### src/esc_pkg.sv
package esc_pkg;
   // Instruction classes presented by the pipeline.
   typedef enum logic [2:0] {
      ESC_IC_NONE = 3'b000,
      ESC_IC_SYS = 3'b001,
      ESC_IC_FP = 3'b010,
      ESC_IC_CP2 = 3'b011,
      ESC_IC_MEDIA = 3'b100,
      ESC_IC_OTHER = 3'b101
   } esc_iclass_t;

   localparam int ESC_SET_W = 4;
   localparam int ESC_NUM_SETS = 16;
   localparam int ESC_NUM_INT = 8;
   localparam int ESC_IPL_W = 6;
   localparam int ESC_CODE_W = 5;
   localparam int ESC_VEC_W = 12;
   localparam logic [11:0] ESC_VEC_GENERAL = 12'h180;
   localparam logic [11:0] ESC_VEC_INTERRUPT = 12'h200;
   localparam logic [1:0] ESC_UNIT_SYS = 2'h0;
   localparam logic [1:0] ESC_UNIT_FP = 2'h1;
   localparam logic [1:0] ESC_UNIT_CP2 = 2'h2;

   // Default class codes; the real encodings come in as module parameters.
   localparam logic [4:0] ESC_DEF_CODE_INT = 5'h00;
   localparam logic [4:0] ESC_DEF_CODE_CPU = 5'h0b;
   localparam logic [4:0] ESC_DEF_CODE_MEDIA = 5'h16;
   localparam logic [4:0] ESC_DEF_CODE_FP = 5'h0f;
   localparam logic [4:0] ESC_DEF_CODE_CP2 = 5'h12;
   localparam logic [4:0] ESC_DEF_CODE_WATCH = 5'h17;

   // Far-end APB register map.
   localparam logic [7:0] ESC_OFF_CTRL = 8'h00;
   localparam logic [7:0] ESC_OFF_FP_CONTROL_STATUS_REG = 8'h04;
   localparam logic [7:0] ESC_OFF_INT = 8'h08;
   localparam logic [7:0] ESC_OFF_STATUS = 8'h0c;
   localparam int ESC_CTRL_FP_BIT = 0;
   localparam int ESC_CTRL_CP2_BIT = 1;
   localparam int ESC_FP_CONTROL_STATUS_REG_W = 6;
   localparam int ESC_INT_PEND_LSB = 0;
   localparam int ESC_INT_IPL_LSB = 8;
   localparam int ESC_INT_SET_LSB = 16;
   localparam int ESC_STAT_FPCNT_LSB = 8;
   localparam int ESC_STAT_CP2CNT_LSB = 16;
endpackage

### src/esc_link_if.sv
`timescale 1ns/100ps
interface esc_link_if;
   logic fp_exc_req;
   logic cp2_exc_req;
   logic fp_exc_ack;
   logic cp2_exc_ack;
   logic [7:0] int_pending;
   logic [5:0] interrupt_priority_level;
   logic [3:0] controller_supplied_set;

   modport dev (
      input fp_exc_req, cp2_exc_req, int_pending, interrupt_priority_level, controller_supplied_set,
      output fp_exc_ack, cp2_exc_ack
   );
   modport far (
      output fp_exc_req, cp2_exc_req, int_pending, interrupt_priority_level, controller_supplied_set,
      input fp_exc_ack, cp2_exc_ack
   );
endinterface

### src/esc_dev.sv
// Decided for this implementation: the register addresses and the APB slave port.
`timescale 1ns/100ps
// How it works
// RULE_01: System coprocessor op unusable outside kernel/debug. The code still lets it through there while sys_coproc_usable is set.
// RULE_02: Floating-point ops unusable when its bit clear.
// RULE_03: Coprocessor-2 ops unusable when its bit clear.
// RULE_04: Record referenced coprocessor unit number.
// RULE_05: Media-extension op unusable when its bit clear.
// RULE_06: Floating-point unit request causes floating-point exception.
// RULE_07: Coprocessor 2 request causes precise exception.
// RULE_08: These classes use general vector 0x180.
// RULE_09: Interrupt uses 0x200 when vector select set.
// RULE_10: Watch match taken at once outside exception levels.
// RULE_11: Otherwise set watch-pending and defer.
// RULE_12: Deferred watch lets lower-priority exception through.
// RULE_13: Debug mode suppresses watch, pending bit kept.
// RULE_14: Store-conditional watch fires regardless of link flag.
// RULE_15: Pending watch fires until software clears it.
// RULE_16: Enabled pending interrupt causes interrupt exception.
// RULE_17: One to sixteen sets, highest reported.
// RULE_18: Normal access uses current set, previous-set instructions previous.
// RULE_19: Skip set update for special entries or levels.
// RULE_20: Entry copies current set to previous.
// RULE_21: New set from map, controller or exception field.
// RULE_22: Return restores previous set unless excluded.
// RULE_23: Write class exception code on entry.
module esc_dev
   import esc_pkg::*;
#(
   parameter int NUM_SETS = ESC_NUM_SETS,
   parameter logic [4:0] CODE_INT = ESC_DEF_CODE_INT,
   parameter logic [4:0] CODE_CPU = ESC_DEF_CODE_CPU,
   parameter logic [4:0] CODE_MEDIA = ESC_DEF_CODE_MEDIA,
   parameter logic [4:0] CODE_FP = ESC_DEF_CODE_FP,
   parameter logic [4:0] CODE_CP2 = ESC_DEF_CODE_CP2,
   parameter logic [4:0] CODE_WATCH = ESC_DEF_CODE_WATCH
) (
   // Clock and reset
   input wire logic pclk,
   input wire logic presetn,
   // Instruction at the exception stage
   input wire logic instr_valid,
   input wire esc_iclass_t instr_class,
   input wire logic read_prev_set_instr,
   input wire logic write_prev_set_instr,
   input wire logic watch_match,
   input wire logic lower_exc_req,
   input wire logic [4:0] lower_exc_code,
   // Processor mode and status bits
   input wire logic debug_mode,
   input wire logic kernel_mode,
   input wire logic sys_coproc_usable,
   input wire logic fp_coproc_usable,
   input wire logic coproc2_usable,
   input wire logic media_ext_usable,
   input wire logic exception_level_bit,
   input wire logic error_level_bit,
   input wire logic bootstrap_vector_bit,
   input wire logic int_enable,
   input wire logic [7:0] int_mask,
   // Configuration
   input wire logic interrupt_vector_select,
   input wire logic external_int_ctrl_present,
   input wire logic vectored_int_supported,
   // Entries and returns handled elsewhere
   input wire logic special_entry,
   input wire logic exception_return_instr,
   input wire logic debug_return_instr,
   // Software writes
   input wire logic wp_clear,
   input wire logic srs_wr,
   input wire logic [3:0] srs_wr_ess,
   input wire logic [3:0] srs_wr_pss,
   input wire logic map_wr,
   input wire logic [31:0] map_wr_data,
   // Exception outputs
   output logic exc_taken,
   output logic [4:0] exc_code,
   output logic [11:0] exc_vec_offset,
   output logic [1:0] coproc_error_unit,
   output logic watch_pending,
   output logic [7:0] pending_interrupt_field,
   // Shadow set outputs
   output logic [3:0] current_set_number,
   output logic [3:0] previous_set_number,
   output logic [3:0] exception_set_number,
   output logic [3:0] highest_set_number,
   output logic [3:0] gpr_access_set,
   output logic [31:0] shadow_set_map,
   // Coprocessor and controller link
   esc_link_if.dev link
);
   localparam logic [3:0] HIGHEST_SET_NUMBER = 4'(NUM_SETS - 1);

   // Set numbers above the top implemented set fold onto it so no missing set is named.
   function automatic logic [3:0] clamp_set(input logic [3:0] s);
      clamp_set = (s > HIGHEST_SET_NUMBER) ? HIGHEST_SET_NUMBER : s;
   endfunction

   // Highest pending enabled line; the full priority scheme lives outside.
   function automatic logic [2:0] top_line(input logic [7:0] v);
      top_line = 3'h0;
      for (int i = 0; i < ESC_NUM_INT; i++) begin
         if (v[i]) top_line = 3'(i);
      end
   endfunction

   logic taken_r, taken_nxt;
   logic [4:0] code_r, code_nxt;
   logic [11:0] vec_r, vec_nxt;
   logic [1:0] ce_r, ce_nxt;
   logic wp_r, wp_nxt;
   logic [7:0] ip_r, ip_nxt;
   logic [3:0] css_r, css_nxt, pss_r, pss_nxt, ess_r, ess_nxt;
   logic [31:0] map_r, map_nxt;
   logic levels, watch_hit, watch_now, int_now, cpu_now, media_now, fp_now, cp2_now;
   logic [7:0] int_live;
   logic [1:0] cpu_unit;
   logic is_int;
   logic [3:0] new_set;

   assign levels = exception_level_bit | error_level_bit;
   assign int_live = link.int_pending & int_mask;
   // Store-conditional references reach watch_match with no load-linked gating.
   assign watch_hit = watch_match & ~debug_mode; // RULE_13 RULE_14
   assign watch_now = (watch_hit | wp_r) & ~levels & ~debug_mode; // RULE_10 RULE_15
   assign int_now = (|int_live) & int_enable & ~levels & ~debug_mode; // RULE_16
   assign fp_now = link.fp_exc_req & ~debug_mode; // RULE_06
   assign cp2_now = link.cp2_exc_req & ~debug_mode; // RULE_07
   assign media_now = instr_valid & (instr_class == ESC_IC_MEDIA) & ~media_ext_usable; // RULE_05

   always_comb begin
      cpu_now = 1'b0;
      cpu_unit = ESC_UNIT_SYS;
      if (instr_valid) begin
         case (instr_class)
            ESC_IC_SYS: begin
               cpu_now = ~debug_mode & ~kernel_mode & ~sys_coproc_usable; // RULE_01
               cpu_unit = ESC_UNIT_SYS;
            end
            ESC_IC_FP: begin
               cpu_now = ~fp_coproc_usable; // RULE_02
               cpu_unit = ESC_UNIT_FP;
            end
            ESC_IC_CP2: begin
               cpu_now = ~coproc2_usable; // RULE_03
               cpu_unit = ESC_UNIT_CP2;
            end
            default: begin
               cpu_now = 1'b0;
               cpu_unit = ESC_UNIT_SYS;
            end
         endcase
      end
   end

   always_comb begin
      taken_nxt = 1'b0;
      code_nxt = code_r;
      vec_nxt = vec_r;
      ce_nxt = ce_r;
      is_int = 1'b0;
      wp_nxt = wp_r;
      ip_nxt = link.int_pending; // RULE_16
      css_nxt = css_r;
      pss_nxt = pss_r;
      ess_nxt = ess_r;
      map_nxt = map_r;
      link.fp_exc_ack = 1'b0;
      link.cp2_exc_ack = 1'b0;
      if (wp_clear) wp_nxt = 1'b0;
      // A match deferred by the levels sets the bit even while it is being cleared.
      if (watch_hit && levels) wp_nxt = 1'b1; // RULE_11
      if (!special_entry) begin
         taken_nxt = int_now | watch_now | cpu_now | media_now | fp_now | cp2_now | lower_exc_req;
         vec_nxt = ESC_VEC_GENERAL; // RULE_08
         if (int_now) begin
            is_int = 1'b1;
            code_nxt = CODE_INT; // RULE_23
            vec_nxt = interrupt_vector_select ? ESC_VEC_INTERRUPT : ESC_VEC_GENERAL; // RULE_09
         end else if (watch_now) begin
            code_nxt = CODE_WATCH; // RULE_23
         end else if (cpu_now) begin
            code_nxt = CODE_CPU; // RULE_23
            ce_nxt = cpu_unit; // RULE_04
         end else if (media_now) begin
            code_nxt = CODE_MEDIA; // RULE_23
         end else if (fp_now) begin
            code_nxt = CODE_FP; // RULE_23
            link.fp_exc_ack = 1'b1;
         end else if (cp2_now) begin
            code_nxt = CODE_CP2; // RULE_23
            link.cp2_exc_ack = 1'b1;
         end else if (lower_exc_req) begin
            code_nxt = lower_exc_code; // RULE_12
         end
      end
      if (interrupt_vector_select && external_int_ctrl_present) begin
         new_set = link.controller_supplied_set; // RULE_21
      end else if (interrupt_vector_select && vectored_int_supported) begin
         new_set = map_r[top_line(int_live)*ESC_SET_W +: ESC_SET_W]; // RULE_21
      end else begin
         new_set = ess_r;
      end
      if (srs_wr) begin
         ess_nxt = clamp_set(srs_wr_ess); // RULE_17
         pss_nxt = clamp_set(srs_wr_pss);
      end
      if (map_wr) map_nxt = map_wr_data;
      // Nested or early entries keep the set control intact.
      if (taken_nxt && !bootstrap_vector_bit && !exception_level_bit) begin // RULE_19
         pss_nxt = css_r; // RULE_20
         css_nxt = clamp_set(is_int ? new_set : ess_r); // RULE_21
      end else if (exception_return_instr && !debug_return_instr && !error_level_bit
                   && !bootstrap_vector_bit) begin
         css_nxt = pss_r; // RULE_22
      end
   end

   always_ff @(posedge pclk or negedge presetn) begin
      if (!presetn) begin
         taken_r <= 1'b0;
         code_r <= 5'h00;
         vec_r <= ESC_VEC_GENERAL;
         ce_r <= 2'h0;
         wp_r <= 1'b0;
         ip_r <= 8'h00;
         css_r <= 4'h0;
         pss_r <= 4'h0;
         ess_r <= 4'h0;
         map_r <= 32'h0;
      end else begin
         taken_r <= taken_nxt;
         code_r <= code_nxt;
         vec_r <= vec_nxt;
         ce_r <= ce_nxt;
         wp_r <= wp_nxt;
         ip_r <= ip_nxt;
         css_r <= css_nxt;
         pss_r <= pss_nxt;
         ess_r <= ess_nxt;
         map_r <= map_nxt;
      end
   end

   assign exc_taken = taken_r;
   assign exc_code = code_r;
   assign exc_vec_offset = vec_r;
   assign coproc_error_unit = ce_r;
   assign watch_pending = wp_r;
   assign pending_interrupt_field = ip_r;
   assign current_set_number = css_r;
   assign previous_set_number = pss_r;
   assign exception_set_number = ess_r;
   assign highest_set_number = HIGHEST_SET_NUMBER; // RULE_17
   assign shadow_set_map = map_r;
   // Ordinary references use the current set; the previous-set instructions reach back.
   assign gpr_access_set = (read_prev_set_instr | write_prev_set_instr) ? pss_r : css_r; // RULE_18
endmodule

### src/flat_wrapper.sv
// flat-port wrapper written by rule: the top's interface ports become plain ports
module esc_dev_flat import esc_pkg::*;
#(
   parameter int NUM_SETS = ESC_NUM_SETS,
   parameter logic [4:0] CODE_INT = ESC_DEF_CODE_INT,
   parameter logic [4:0] CODE_CPU = ESC_DEF_CODE_CPU,
   parameter logic [4:0] CODE_MEDIA = ESC_DEF_CODE_MEDIA,
   parameter logic [4:0] CODE_FP = ESC_DEF_CODE_FP,
   parameter logic [4:0] CODE_CP2 = ESC_DEF_CODE_CP2,
   parameter logic [4:0] CODE_WATCH = ESC_DEF_CODE_WATCH
)
  (pclk, presetn, instr_valid, instr_class, read_prev_set_instr, write_prev_set_instr, watch_match, lower_exc_req, lower_exc_code, debug_mode, kernel_mode, sys_coproc_usable, fp_coproc_usable, coproc2_usable, media_ext_usable, exception_level_bit, error_level_bit, bootstrap_vector_bit, int_enable, int_mask, interrupt_vector_select, external_int_ctrl_present, vectored_int_supported, special_entry, exception_return_instr, debug_return_instr, wp_clear, srs_wr, srs_wr_ess, srs_wr_pss, map_wr, map_wr_data, exc_taken, exc_code, exc_vec_offset, coproc_error_unit, watch_pending, pending_interrupt_field, current_set_number, previous_set_number, exception_set_number, highest_set_number, gpr_access_set, shadow_set_map, link_fp_exc_req, link_cp2_exc_req, link_int_pending, link_interrupt_priority_level, link_controller_supplied_set, link_fp_exc_ack, link_cp2_exc_ack);
  esc_link_if link_i ();
  input wire logic pclk;
  input wire logic presetn;
  input wire logic instr_valid;
  input wire esc_iclass_t instr_class;
  input wire logic read_prev_set_instr;
  input wire logic write_prev_set_instr;
  input wire logic watch_match;
  input wire logic lower_exc_req;
  input wire logic [4:0] lower_exc_code;
  input wire logic debug_mode;
  input wire logic kernel_mode;
  input wire logic sys_coproc_usable;
  input wire logic fp_coproc_usable;
  input wire logic coproc2_usable;
  input wire logic media_ext_usable;
  input wire logic exception_level_bit;
  input wire logic error_level_bit;
  input wire logic bootstrap_vector_bit;
  input wire logic int_enable;
  input wire logic [7:0] int_mask;
  input wire logic interrupt_vector_select;
  input wire logic external_int_ctrl_present;
  input wire logic vectored_int_supported;
  input wire logic special_entry;
  input wire logic exception_return_instr;
  input wire logic debug_return_instr;
  input wire logic wp_clear;
  input wire logic srs_wr;
  input wire logic [3:0] srs_wr_ess;
  input wire logic [3:0] srs_wr_pss;
  input wire logic map_wr;
  input wire logic [31:0] map_wr_data;
  output logic exc_taken;
  output logic [4:0] exc_code;
  output logic [11:0] exc_vec_offset;
  output logic [1:0] coproc_error_unit;
  output logic watch_pending;
  output logic [7:0] pending_interrupt_field;
  output logic [3:0] current_set_number;
  output logic [3:0] previous_set_number;
  output logic [3:0] exception_set_number;
  output logic [3:0] highest_set_number;
  output logic [3:0] gpr_access_set;
  output logic [31:0] shadow_set_map;
  input wire logic [$bits(link_i.fp_exc_req)-1:0] link_fp_exc_req;
  input wire logic [$bits(link_i.cp2_exc_req)-1:0] link_cp2_exc_req;
  input wire logic [$bits(link_i.int_pending)-1:0] link_int_pending;
  input wire logic [$bits(link_i.interrupt_priority_level)-1:0] link_interrupt_priority_level;
  input wire logic [$bits(link_i.controller_supplied_set)-1:0] link_controller_supplied_set;
  output wire logic [$bits(link_i.fp_exc_ack)-1:0] link_fp_exc_ack;
  output wire logic [$bits(link_i.cp2_exc_ack)-1:0] link_cp2_exc_ack;
  assign link_i.fp_exc_req = link_fp_exc_req;
  assign link_i.cp2_exc_req = link_cp2_exc_req;
  assign link_i.int_pending = link_int_pending;
  assign link_i.interrupt_priority_level = link_interrupt_priority_level;
  assign link_i.controller_supplied_set = link_controller_supplied_set;
  assign link_fp_exc_ack = link_i.fp_exc_ack;
  assign link_cp2_exc_ack = link_i.cp2_exc_ack;
  esc_dev #(.NUM_SETS(NUM_SETS), .CODE_INT(CODE_INT), .CODE_CPU(CODE_CPU), .CODE_MEDIA(CODE_MEDIA), .CODE_FP(CODE_FP), .CODE_CP2(CODE_CP2), .CODE_WATCH(CODE_WATCH)) u_core (.pclk(pclk), .presetn(presetn), .instr_valid(instr_valid), .instr_class(instr_class), .read_prev_set_instr(read_prev_set_instr), .write_prev_set_instr(write_prev_set_instr), .watch_match(watch_match), .lower_exc_req(lower_exc_req), .lower_exc_code(lower_exc_code), .debug_mode(debug_mode), .kernel_mode(kernel_mode), .sys_coproc_usable(sys_coproc_usable), .fp_coproc_usable(fp_coproc_usable), .coproc2_usable(coproc2_usable), .media_ext_usable(media_ext_usable), .exception_level_bit(exception_level_bit), .error_level_bit(error_level_bit), .bootstrap_vector_bit(bootstrap_vector_bit), .int_enable(int_enable), .int_mask(int_mask), .interrupt_vector_select(interrupt_vector_select), .external_int_ctrl_present(external_int_ctrl_present), .vectored_int_supported(vectored_int_supported), .special_entry(special_entry), .exception_return_instr(exception_return_instr), .debug_return_instr(debug_return_instr), .wp_clear(wp_clear), .srs_wr(srs_wr), .srs_wr_ess(srs_wr_ess), .srs_wr_pss(srs_wr_pss), .map_wr(map_wr), .map_wr_data(map_wr_data), .exc_taken(exc_taken), .exc_code(exc_code), .exc_vec_offset(exc_vec_offset), .coproc_error_unit(coproc_error_unit), .watch_pending(watch_pending), .pending_interrupt_field(pending_interrupt_field), .current_set_number(current_set_number), .previous_set_number(previous_set_number), .exception_set_number(exception_set_number), .highest_set_number(highest_set_number), .gpr_access_set(gpr_access_set), .shadow_set_map(shadow_set_map), .link(link_i));
endmodule
### config.mk
export PLATFORM = sky130hd
export DESIGN_NAME = esc_dev_flat
export DESIGN_NICKNAME = d
export VERILOG_FILES = /design/src/esc_pkg.sv /design/src/esc_link_if.sv /design/src/esc_dev.sv /design/src/flat_wrapper.sv
export SDC_FILE = /design/constraint.sdc
export NUM_CORES = 1
export LEC_CHECK = 0
export ABC_CLOCK_PERIOD_IN_PS = 2630
export BUFFER_PORTS_ARGS = -buffer_cell sky130_fd_sc_hd__buf_2
export CAP_MARGIN = 20
export CORE_ASPECT_RATIO = 1.75
export CORE_MARGIN = 1
export CORE_UTILIZATION = 45
export CTS_CLUSTER_DIAMETER = 40
export DETAILED_ROUTE_END_ITERATION = 8
export GPL_ROUTABILITY_DRIVEN = 0
export PLACE_DENSITY = 0.9
export SLEW_MARGIN = 25
export SYNTH_ARGS = -nofsm -noshare
export SYNTH_HDL_FRONTEND = slang
export SYNTH_SLANG_ARGS = --single-unit
export TNS_END_PERCENT = 1
### constraint.sdc
create_clock -name pclk -period 2.63 [get_ports pclk]
set_clock_uncertainty 0.05 [all_clocks]
set_input_delay 0.263 -clock pclk [delete_from_list [all_inputs] [get_ports pclk]]
set_output_delay 0.263 -clock pclk [all_outputs]
set_load 0.02 [all_outputs]
---- Word-level counts from Yosys, hierarchy flattened ----
Cells that the tools add are included.
word-level totals
  flip-flop bits (word level) ............. 73
  input port bits ......................... 102
operators by class
  reductions and logical operators ........ 19
  bitwise logic cells ..................... 32
  $lt $le $gt $ge ......................... 3
  shifts and indexed selects .............. 1
  equal/unequal tests ..................... 4
  mux-type cells .......................... 51
operators by type and width
  kind                                                  count
  two-way mux 4 bit                                     11
  two-way mux 5 bit                                     7
  variable part select 32 x 6 -> 4 bit                  1
  two-way mux 1 bit                                     20
  two-way mux 3 bit                                     6
  AND 1 bit                                             12
  greater-than comparator 4 bit, second input constant  3
  two-way mux 12 bit                                    1
  two-way mux 10 bit                                    1
  inverter 1 bit                                        10
  bitwise OR 1 bit                                      9
  AND 8 bit                                             1
  logical AND 1 bit                                     8
  OR reduction 8 bit                                    1
  nonzero test 7 bit                                    1
  equality test 3 x 2 -> 1 bit, second input constant   2
  two-way mux 2 bit                                     3
  nonzero test 2 bit                                    3
  logical NOT 1 bit                                     4
  case mux 2 bit (2 select lines)                       1
  AND reduction 4 bit                                   1
  equality test 3 x 1 -> 1 bit, second input constant   1
  equality test 3 bit, second input constant            1
  case mux 1 bit (3 select lines)                       1
  AND reduction 2 bit                                   1

---- Depth between registers and ports, before layout ----
Gate-level depths: netlist of run 1.
  depth after elaboration ................. 17
  mapped depth ............................ 7
  depth with buffers taken out ............ 6

---- Worst setup path before layout of run 1 ----
No wires, ideal clock.
  path type ............................... register to output
  start point ............................. reg u_core.wp_r (netlist: u_core.watch_pending)
  end point ............................... out link_cp2_exc_ack
  required time ........................... 2.317 ns
  buffers on the path ..................... 0
  stages on the path, launching flop included .. 5
  data arrival time ....................... 1.687 ns
  setup slack ............................. 0.630 ns
  cells stage by stage .................... dfrtp_1 -> o21ai_0 -> nand2_1 -> nor3_1 -> nor3b_1
between the ends
  cells in the longest elaborated chain, start to end .. 6
RTL lines
  item                     RTL line            RTL
  from (decl)              esc_dev.sv:112      logic wp_r, wp_nxt;
  from (signal assigned)   esc_dev.sv:237      wp_r <= wp_nxt;
  bitwise OR 1 bit         esc_dev.sv:126      assign watch_now = (watch_hit | wp_r) & ~levels & ~debug_mode;
  AND 1 bit (2 in series)  esc_dev.sv:126
  two-way mux 1 bit        esc_dev.sv:181      end else if (watch_now) begin
  two-way mux 1 bit        esc_dev.sv:177      if (int_now) begin
  two-way mux 1 bit        esc_dev.sv:174      if (!special_entry) begin
  to (decl)                flat_wrapper.sv:64  output wire logic [$bits(link_i.cp2_exc_ack)-1:0] link_cp2_exc_ack;
No other way between the ends.

---- Worst setup path after layout of run 1 ----
Ends and elaborated chain as after synthesis.

==> flow_metrics.env, run 1 <==
export IMPL_sink_count=63
export IMPL_first_pass_grt_wire_length_um=13500
export IMPL_fraction_of_final_layout_cells_with_drive_strength_greater_than_1=0.488
export IMPL_critPathCaptureType="output port"
export IMPL_area_growth_syn_to_layout_pct=33.3
export IMPL_clock_power_share=0.361
export IMPL_die_width_um=66.5
export IMPL_timing_final_setup_violations=0
export IMPL_wirelength_um=8830
export IMPL_intPower_uw=2030
export IMPL_floorplan_core_area_um2=6960
export IMPL_dr_first_iter_drc_count=120
export IMPL_die_area_um2=7650
export IMPL_period_minus_slack_ps=2300
export IMPL_dr_total_vias=2974
export IMPL_route_detailed_wl_per_inst_um=15.9
export IMPL_port_buffer_count=165
export IMPL_synth_warnings=0
export IMPL_timing_hold_worst_class="in -> reg"
export IMPL_path_class="reg -> out"
export IMPL_crit_path_cell_trace="o21ai_0 > nand2_1 > nor3_1 > nor3b_1 > buf_2"
export IMPL_ys_ff_latch=63
export IMPL_status="completed"
export IMPL_path_clk_slew_ps=50
export IMPL_asyncSetResetFlopFracSynth=1.00
export IMPL_cp_data_required_time_ps=2320
export IMPL_route_detailed_drc=0
export IMPL_cap_violations=0
export IMPL_upper_clock_frequency_limit_mhz=436
export IMPL_max_slew_vio_count=0
export IMPL_worst_path_dominant_cell_family="simple AND/OR/NAND/NOR gates"
export IMPL_antenna_violating_nets_post_route=0
export IMPL_floorplan_io_pins=185
export IMPL_portion_of_the_post_synthesis_area_used_by_sequential_elements=0.481
export IMPL_pwr_density_cell_nw_per_um2=659
export IMPL_place_hpwl_um=7000
export IMPL_fin_setup_tns_ps=0
export IMPL_yosys_top_cells_count="62 x dfrtp_1, 38 x mux2_2, 26 x nand2_1"
export IMPL_pre_cts_ws_ps=304
export IMPL_clk_insertion_delay_late_ps=320
export IMPL_antenna_found_initial=0
export IMPL_initial_drt_pass_iterations=4
export IMPL_cts_repair_resized=0
export IMPL_grt_pass1_vias=2919
export IMPL_power_share_combinational=0.237
export IMPL_vdd_ir_drop_max_v=0.000468
export IMPL_critPathMaxStageDelay_ps=450
export IMPL_grt_start_max_net_pins=41
export IMPL_cts_root_buf="clkbuf_16"
export IMPL_clock_tree_buffer_depth=2
export IMPL_numCtsBuffers=9
export IMPL_global_route_overflow_total=0
export IMPL_track_usage=0.240
export IMPL_final_critical_path_share_of_the_clock_period=0.873
export IMPL_sw_frac_of_total=0.295
export IMPL_mappedNetlistArea_um2=3280
export IMPL_die_height_um=115
export IMPL_timing_critical_path_arrival_ps=1980
export IMPL_synth_enable_flop_cells=0
export IMPL_synth_largest_type_area_fraction=0.473
export IMPL_worst_path_max_delay_cell="o21ai_0"
export IMPL_synth_most_common_cell="dfrtp_1"
export IMPL_avgSynthCellArea_um2=10.9
export IMPL_worstMarginPinSlew_ps=728
export IMPL_power_sequential_fraction=0.402
export IMPL_fin_nets=572
export IMPL_postLayoutSetupSlackWorst_ps=334
export IMPL_critPathBufInv=1
export IMPL_rows=40
export IMPL_synth_distinct_cells=49
export IMPL_reg2reg_setup_slack_ps=650
export IMPL_initial_core_util=0.472
export IMPL_finalHoldViolations=0
export IMPL_clock_tree_from_tritoncts="built"
export IMPL_cts_max_level=3
export IMPL_synthDominantAreaCellType="dfrtp_1"
export IMPL_synth_top_flop_cell="dfrtp_1"
export IMPL_crit_path_max_fanout=5
export IMPL_n_antenna_cell=0
export IMPL_postCtsSetupRepairBufs=0
export IMPL_p_switching_uw=850
export IMPL_syn_inst=302
export IMPL_grt_setup_unrepaired="no"
export IMPL_synthTopCellsByArea="dfrtp_1 47%, mux2_2 13%, mux2i_1 3.7%"
export IMPL_setup_worst_path_start_class="flop"
export IMPL_leakage_uw=0.00219
export IMPL_worst_slew_margin_rel=0.515
export IMPL_avgViaCountPerCell=5.34
-- path summary, 6_finish.rpt --
check,startpoint,end,cells past startpoint
setup reg to reg,u_core.watch_pending,u_core.previous_set_number[3],5
max in group asynchronous,presetn,u_core.shadow_set_map[11],3
hold reg to reg,u_core.exc_vec_offset[8],u_core.exc_vec_offset[8],2
hold / removal,link_int_pending[0],u_core.pending_interrupt_field[0],1
setup / recovery,u_core.watch_pending,link_cp2_exc_ack,5
min in group asynchronous,presetn,u_core.exc_code[2],2
-- what timing repair did --
action                                 in CTS  in global routing
endpoints found under the hold margin      23                  0
hold buffers                                1                  0
setup endpoints to repair                   0                  0
-- through the flow --
stage	area (um2)	power, uW	util	instances	hold WS, ps
after floorplan	3320	1590	-	313	-82.6
after global placement	4100	1830	0.589	542	6.36
after detailed placement	4100	1860	0.589	542	9.41
after CTS	4370	2910	0.629	557	5.30
after global routing	4370	3020	0.629	557	4.57
final	4370	2880	0.629	557	17.2
-- kinds of logic (layout without fill, tap and decap cells) --
family          after synthesis  count (layout)  synth area share
simple gates                 79              79             0.125
compound gates               70              70             0.153
flops                        63              63             0.481
mux                          50              50             0.167
buf+inv                      38             198            0.0721
other cells                   2              13           0.00229
-- power by group through the flow --
stage / clock [uW] / sequential [uW] / combinational [uW]
final: 1040 / 1160 / 683
after global routing: 1110 / 1170 / 740
after CTS: 1070 / 1160 / 688
after detailed placement: 0 / 1170 / 684
after global placement: 0 / 1160 / 668
after floorplan: 0 / 1290 / 297
-- layout by cell type, fill, tap and decap left out, types with 5 or more instances in the layout --
cell	count
mux2i_1	12
clkbuf_16	9
dfrtp_1	62
nor3b_1	6
o21ai_0	20
o221ai_1	8
o211ai_1	5
nor2_1	16
a21oi_1	6
a31oi_1	5
nand3_1	5
mux2_2	38
nand2_1	26
buf_2	165
inv_1	14
conb_1	13
-- state kept, by name, indices dropped and copies added, names as in the netlist --
| signal | count |
|---|---|
| u_core.shadow_set_map | 32 |
| u_core.pending_interrupt_field | 8 |
| u_core.exc_code | 5 |
| u_core.current_set_number | 4 |
| u_core.exception_set_number | 4 |
| u_core.previous_set_number | 4 |
| u_core.coproc_error_unit | 2 |
| u_core.exc_vec_offset | 2 |
| u_core.exc_taken | 1 |
| u_core.watch_pending | 1 |
-- per-layer routing --
metal  GRT usage  part of all wire
met1       0.242              0.36
met2       0.440              0.56
met3      0.0546             0.060
met4       0.129             0.023
met5           0                 0
-- layout make-up --
class,count,area [um2]
Tap cell,84,105
Fill cell,562,2580
Clock inverter,1,5.00
Timing Repair Buffer,170,866
Multi-Input combinational cell,212,1510
Inverter,14,52.6
Sequential cell,63,1580
Clock buffer,13,260
(Power assumes the default switching activity.)
==> run 2, diff against run 1 <==
--- a/config.mk
+++ b/config.mk
@@ -8,7 +8,6 @@
 export ABC_CLOCK_PERIOD_IN_PS = 2630
 export BUFFER_PORTS_ARGS = -buffer_cell sky130_fd_sc_hd__buf_2
 export CAP_MARGIN = 20
-export CORE_ASPECT_RATIO = 1.75
 export CORE_MARGIN = 1
 export CORE_UTILIZATION = 45
 export CTS_CLUSTER_DIAMETER = 40
==> run 2 against run 1 <==
Clock-buffer cell count grew 1. Die area down 0.17%. Routed wire length rose by 4.0%. Cell count is 3.4% higher. Worst hold slack improved by 2.8 ps. Sequential share of layout area is 0.083 points higher. Via count up 2.6%. Setup slack got worse by 210 ps. Largest cell class unchanged. Largest power group unchanged.
==> flow_metrics.env, run 2 (synthesized netlist as in run 1, its figures left out) <==
export IMPL_worstSetupStartpoint="link_int_pending[7]"
export IMPL_power_share_combinational=0.273
export IMPL_timing_final_setup_violations=0
export IMPL_fraction_of_final_layout_cells_with_drive_strength_greater_than_1=0.490
export IMPL_grt_pass1_vias=3015
export IMPL_hp_start="link_int_pending[3]"
export IMPL_fin_setup_tns_ps=0
export IMPL_area_growth_syn_to_layout_pct=33.0
export IMPL_antenna_found_initial=0
export IMPL_layout_common_cells="165 x buf_2, 62 x dfrtp_1, 38 x mux2_2"
export IMPL_floorplan_core_area_um2=6910
export IMPL_place_hpwl_um=7180
export IMPL_finish_instance_area_um2=4360
export IMPL_power_sequential_fraction=0.453
export IMPL_status="completed"
export IMPL_pwr_density_cell_nw_per_um2=586
export IMPL_die_width_um=87.4
export IMPL_cts_max_level=3
export IMPL_grt_start_max_net_pins=41
export IMPL_initial_drt_pass_iterations=4
export IMPL_avgViaCountPerCell=5.30
export IMPL_n_antenna_cell=0
export IMPL_pre_cts_ws_ps=292
export IMPL_clock_tree_from_tritoncts="built"
export IMPL_route_detailed_drc=0
export IMPL_sw_frac_of_total=0.324
export IMPL_largest_register_ff_count=32
export IMPL_max_slew_vio_count=0
export IMPL_worst_slew_margin_rel=0.510
export IMPL_cp_data_required_time_ps=2320
export IMPL_worstMarginPinSlew_ps=735
export IMPL_sink_count=63
export IMPL_numCtsBuffers=9
export IMPL_dr_first_iter_drc_count=100
export IMPL_die_height_um=87.4
export IMPL_grt_setup_unrepaired="no"
export IMPL_path_class="in -> out"
export IMPL_global_route_overflow_total=0
export IMPL_critPathCaptureType="output port"
export IMPL_clk_insertion_delay_late_ps=330
export IMPL_cts_root_buf="clkbuf_8"
export IMPL_placement_cell_area_um2=4130
export IMPL_cap_violations=0
export IMPL_dr_total_vias=3050
export IMPL_initial_core_util=0.475
export IMPL_upper_clock_frequency_limit_mhz=399
export IMPL_crit_path_max_fanout=4
export IMPL_die_area_um2=7640
export IMPL_finalHoldViolations=0
export IMPL_track_usage=0.252
export IMPL_first_pass_grt_wire_length_um=14400
export IMPL_timing_hold_worst_class="in -> reg"
export IMPL_vdd_ir_drop_max_v=0.000450
export IMPL_fin_nets=578
export IMPL_rows=30
export IMPL_clock_power_share=0.273
export IMPL_port_buffer_count=165
export IMPL_hold_ws_ps=20.1
export IMPL_regToRegStartpoint="u_core.watch_pending"
export IMPL_p_switching_uw=829
export IMPL_postLayoutSetupSlackWorst_ps=124
export IMPL_final_critical_path_share_of_the_clock_period=0.953
export IMPL_clock_tree_buffer_depth=2
export IMPL_floorplan_io_pins=185
export IMPL_intPower_uw=1730
export IMPL_leakage_uw=0.00217
export IMPL_mostFrequentLayoutCell="buf_2"
export IMPL_wirelength_um=9180
export IMPL_path_clk_slew_ps=60
export IMPL_setup_worst_path_start_class="primary input"
export IMPL_fillers=560
export IMPL_antenna_violating_nets_post_route=0
export IMPL_route_detailed_wl_per_inst_um=15.9
export IMPL_period_minus_slack_ps=2510
export IMPL_timing_critical_path_arrival_ps=2190
[run 2: layout make-up]
type                       count  area (um2)  area share
sequential                    63        1580       0.362
multi-input combinational    212        1520       0.349
timing repair buffer         176         933       0.214
clock buffer                  14         153      0.0350
tap                           96         120      0.0275
inverter                      14        52.6      0.0120
clock inverter                 1        5.00     0.00115
[run 2: through the flow]
stage / power, uW / std cells / utilization
after floorplan: 1590 / 313 / -
after global placement: 1840 / 555 / 0.599
after detailed placement: 1860 / 555 / 0.599
after CTS: 2570 / 575 / 0.629
after global routing: 2690 / 576 / 0.632
final: 2560 / 576 / 0.632
[run 2: power groups by stage]
stage	clock [uW]	combinational [uW]	sequential (uW)
after floorplan	0	297	1290
after CTS	718	698	1160
final	698	698	1160
after global routing	766	757	1170
after detailed placement	0	689	1170
after global placement	0	673	1170
[run 2: what timing repair did]
action | in CTS | in global routing
setup endpoints to repair | 0 | 2
hold buffers | 5 | 0
buffers inserted | 0 | 1
gates resized for setup | 0 | 3
endpoints found under the hold margin | 32 | 0
[run 2: worst paths after layout]
| path | to | slack (ps) | depth (start not counted) |
|---|---|---|---|
| worst max-delay path | link_cp2_exc_ack | 120 | 10 |
| worst min-delay path | u_core.pending_interrupt_field[3] | 20 | 1 |
| worst max register to register | u_core.previous_set_number[3] | 630 | 5 |
| worst min register to register | u_core.exc_vec_offset[8] | 420 | 2 |
| max in group asynchronous | u_core.shadow_set_map[6] | 1420 | 3 |
| min in group asynchronous | u_core.shadow_set_map[4] | 470 | 2 |
[run 2: critical path: stages]
cell and delay, ps:
dlygate4sd3_1 540, buf_2 140, a22oi_2 140, buf_4 150, nand4_1 160, nand3_2 140, nand2_1 110, nor3_2 160
nor3b_1 190, buf_2 190
[run 2: metal layers]
| metal | wire, um | track usage |
|---|---|---|
| met1 | 3600 | 0.280 |
| met2 | 4600 | 0.445 |
| met3 | 742 | 0.0768 |
| met4 | 237 | 0.109 |
| met5 | 0 | 0 |
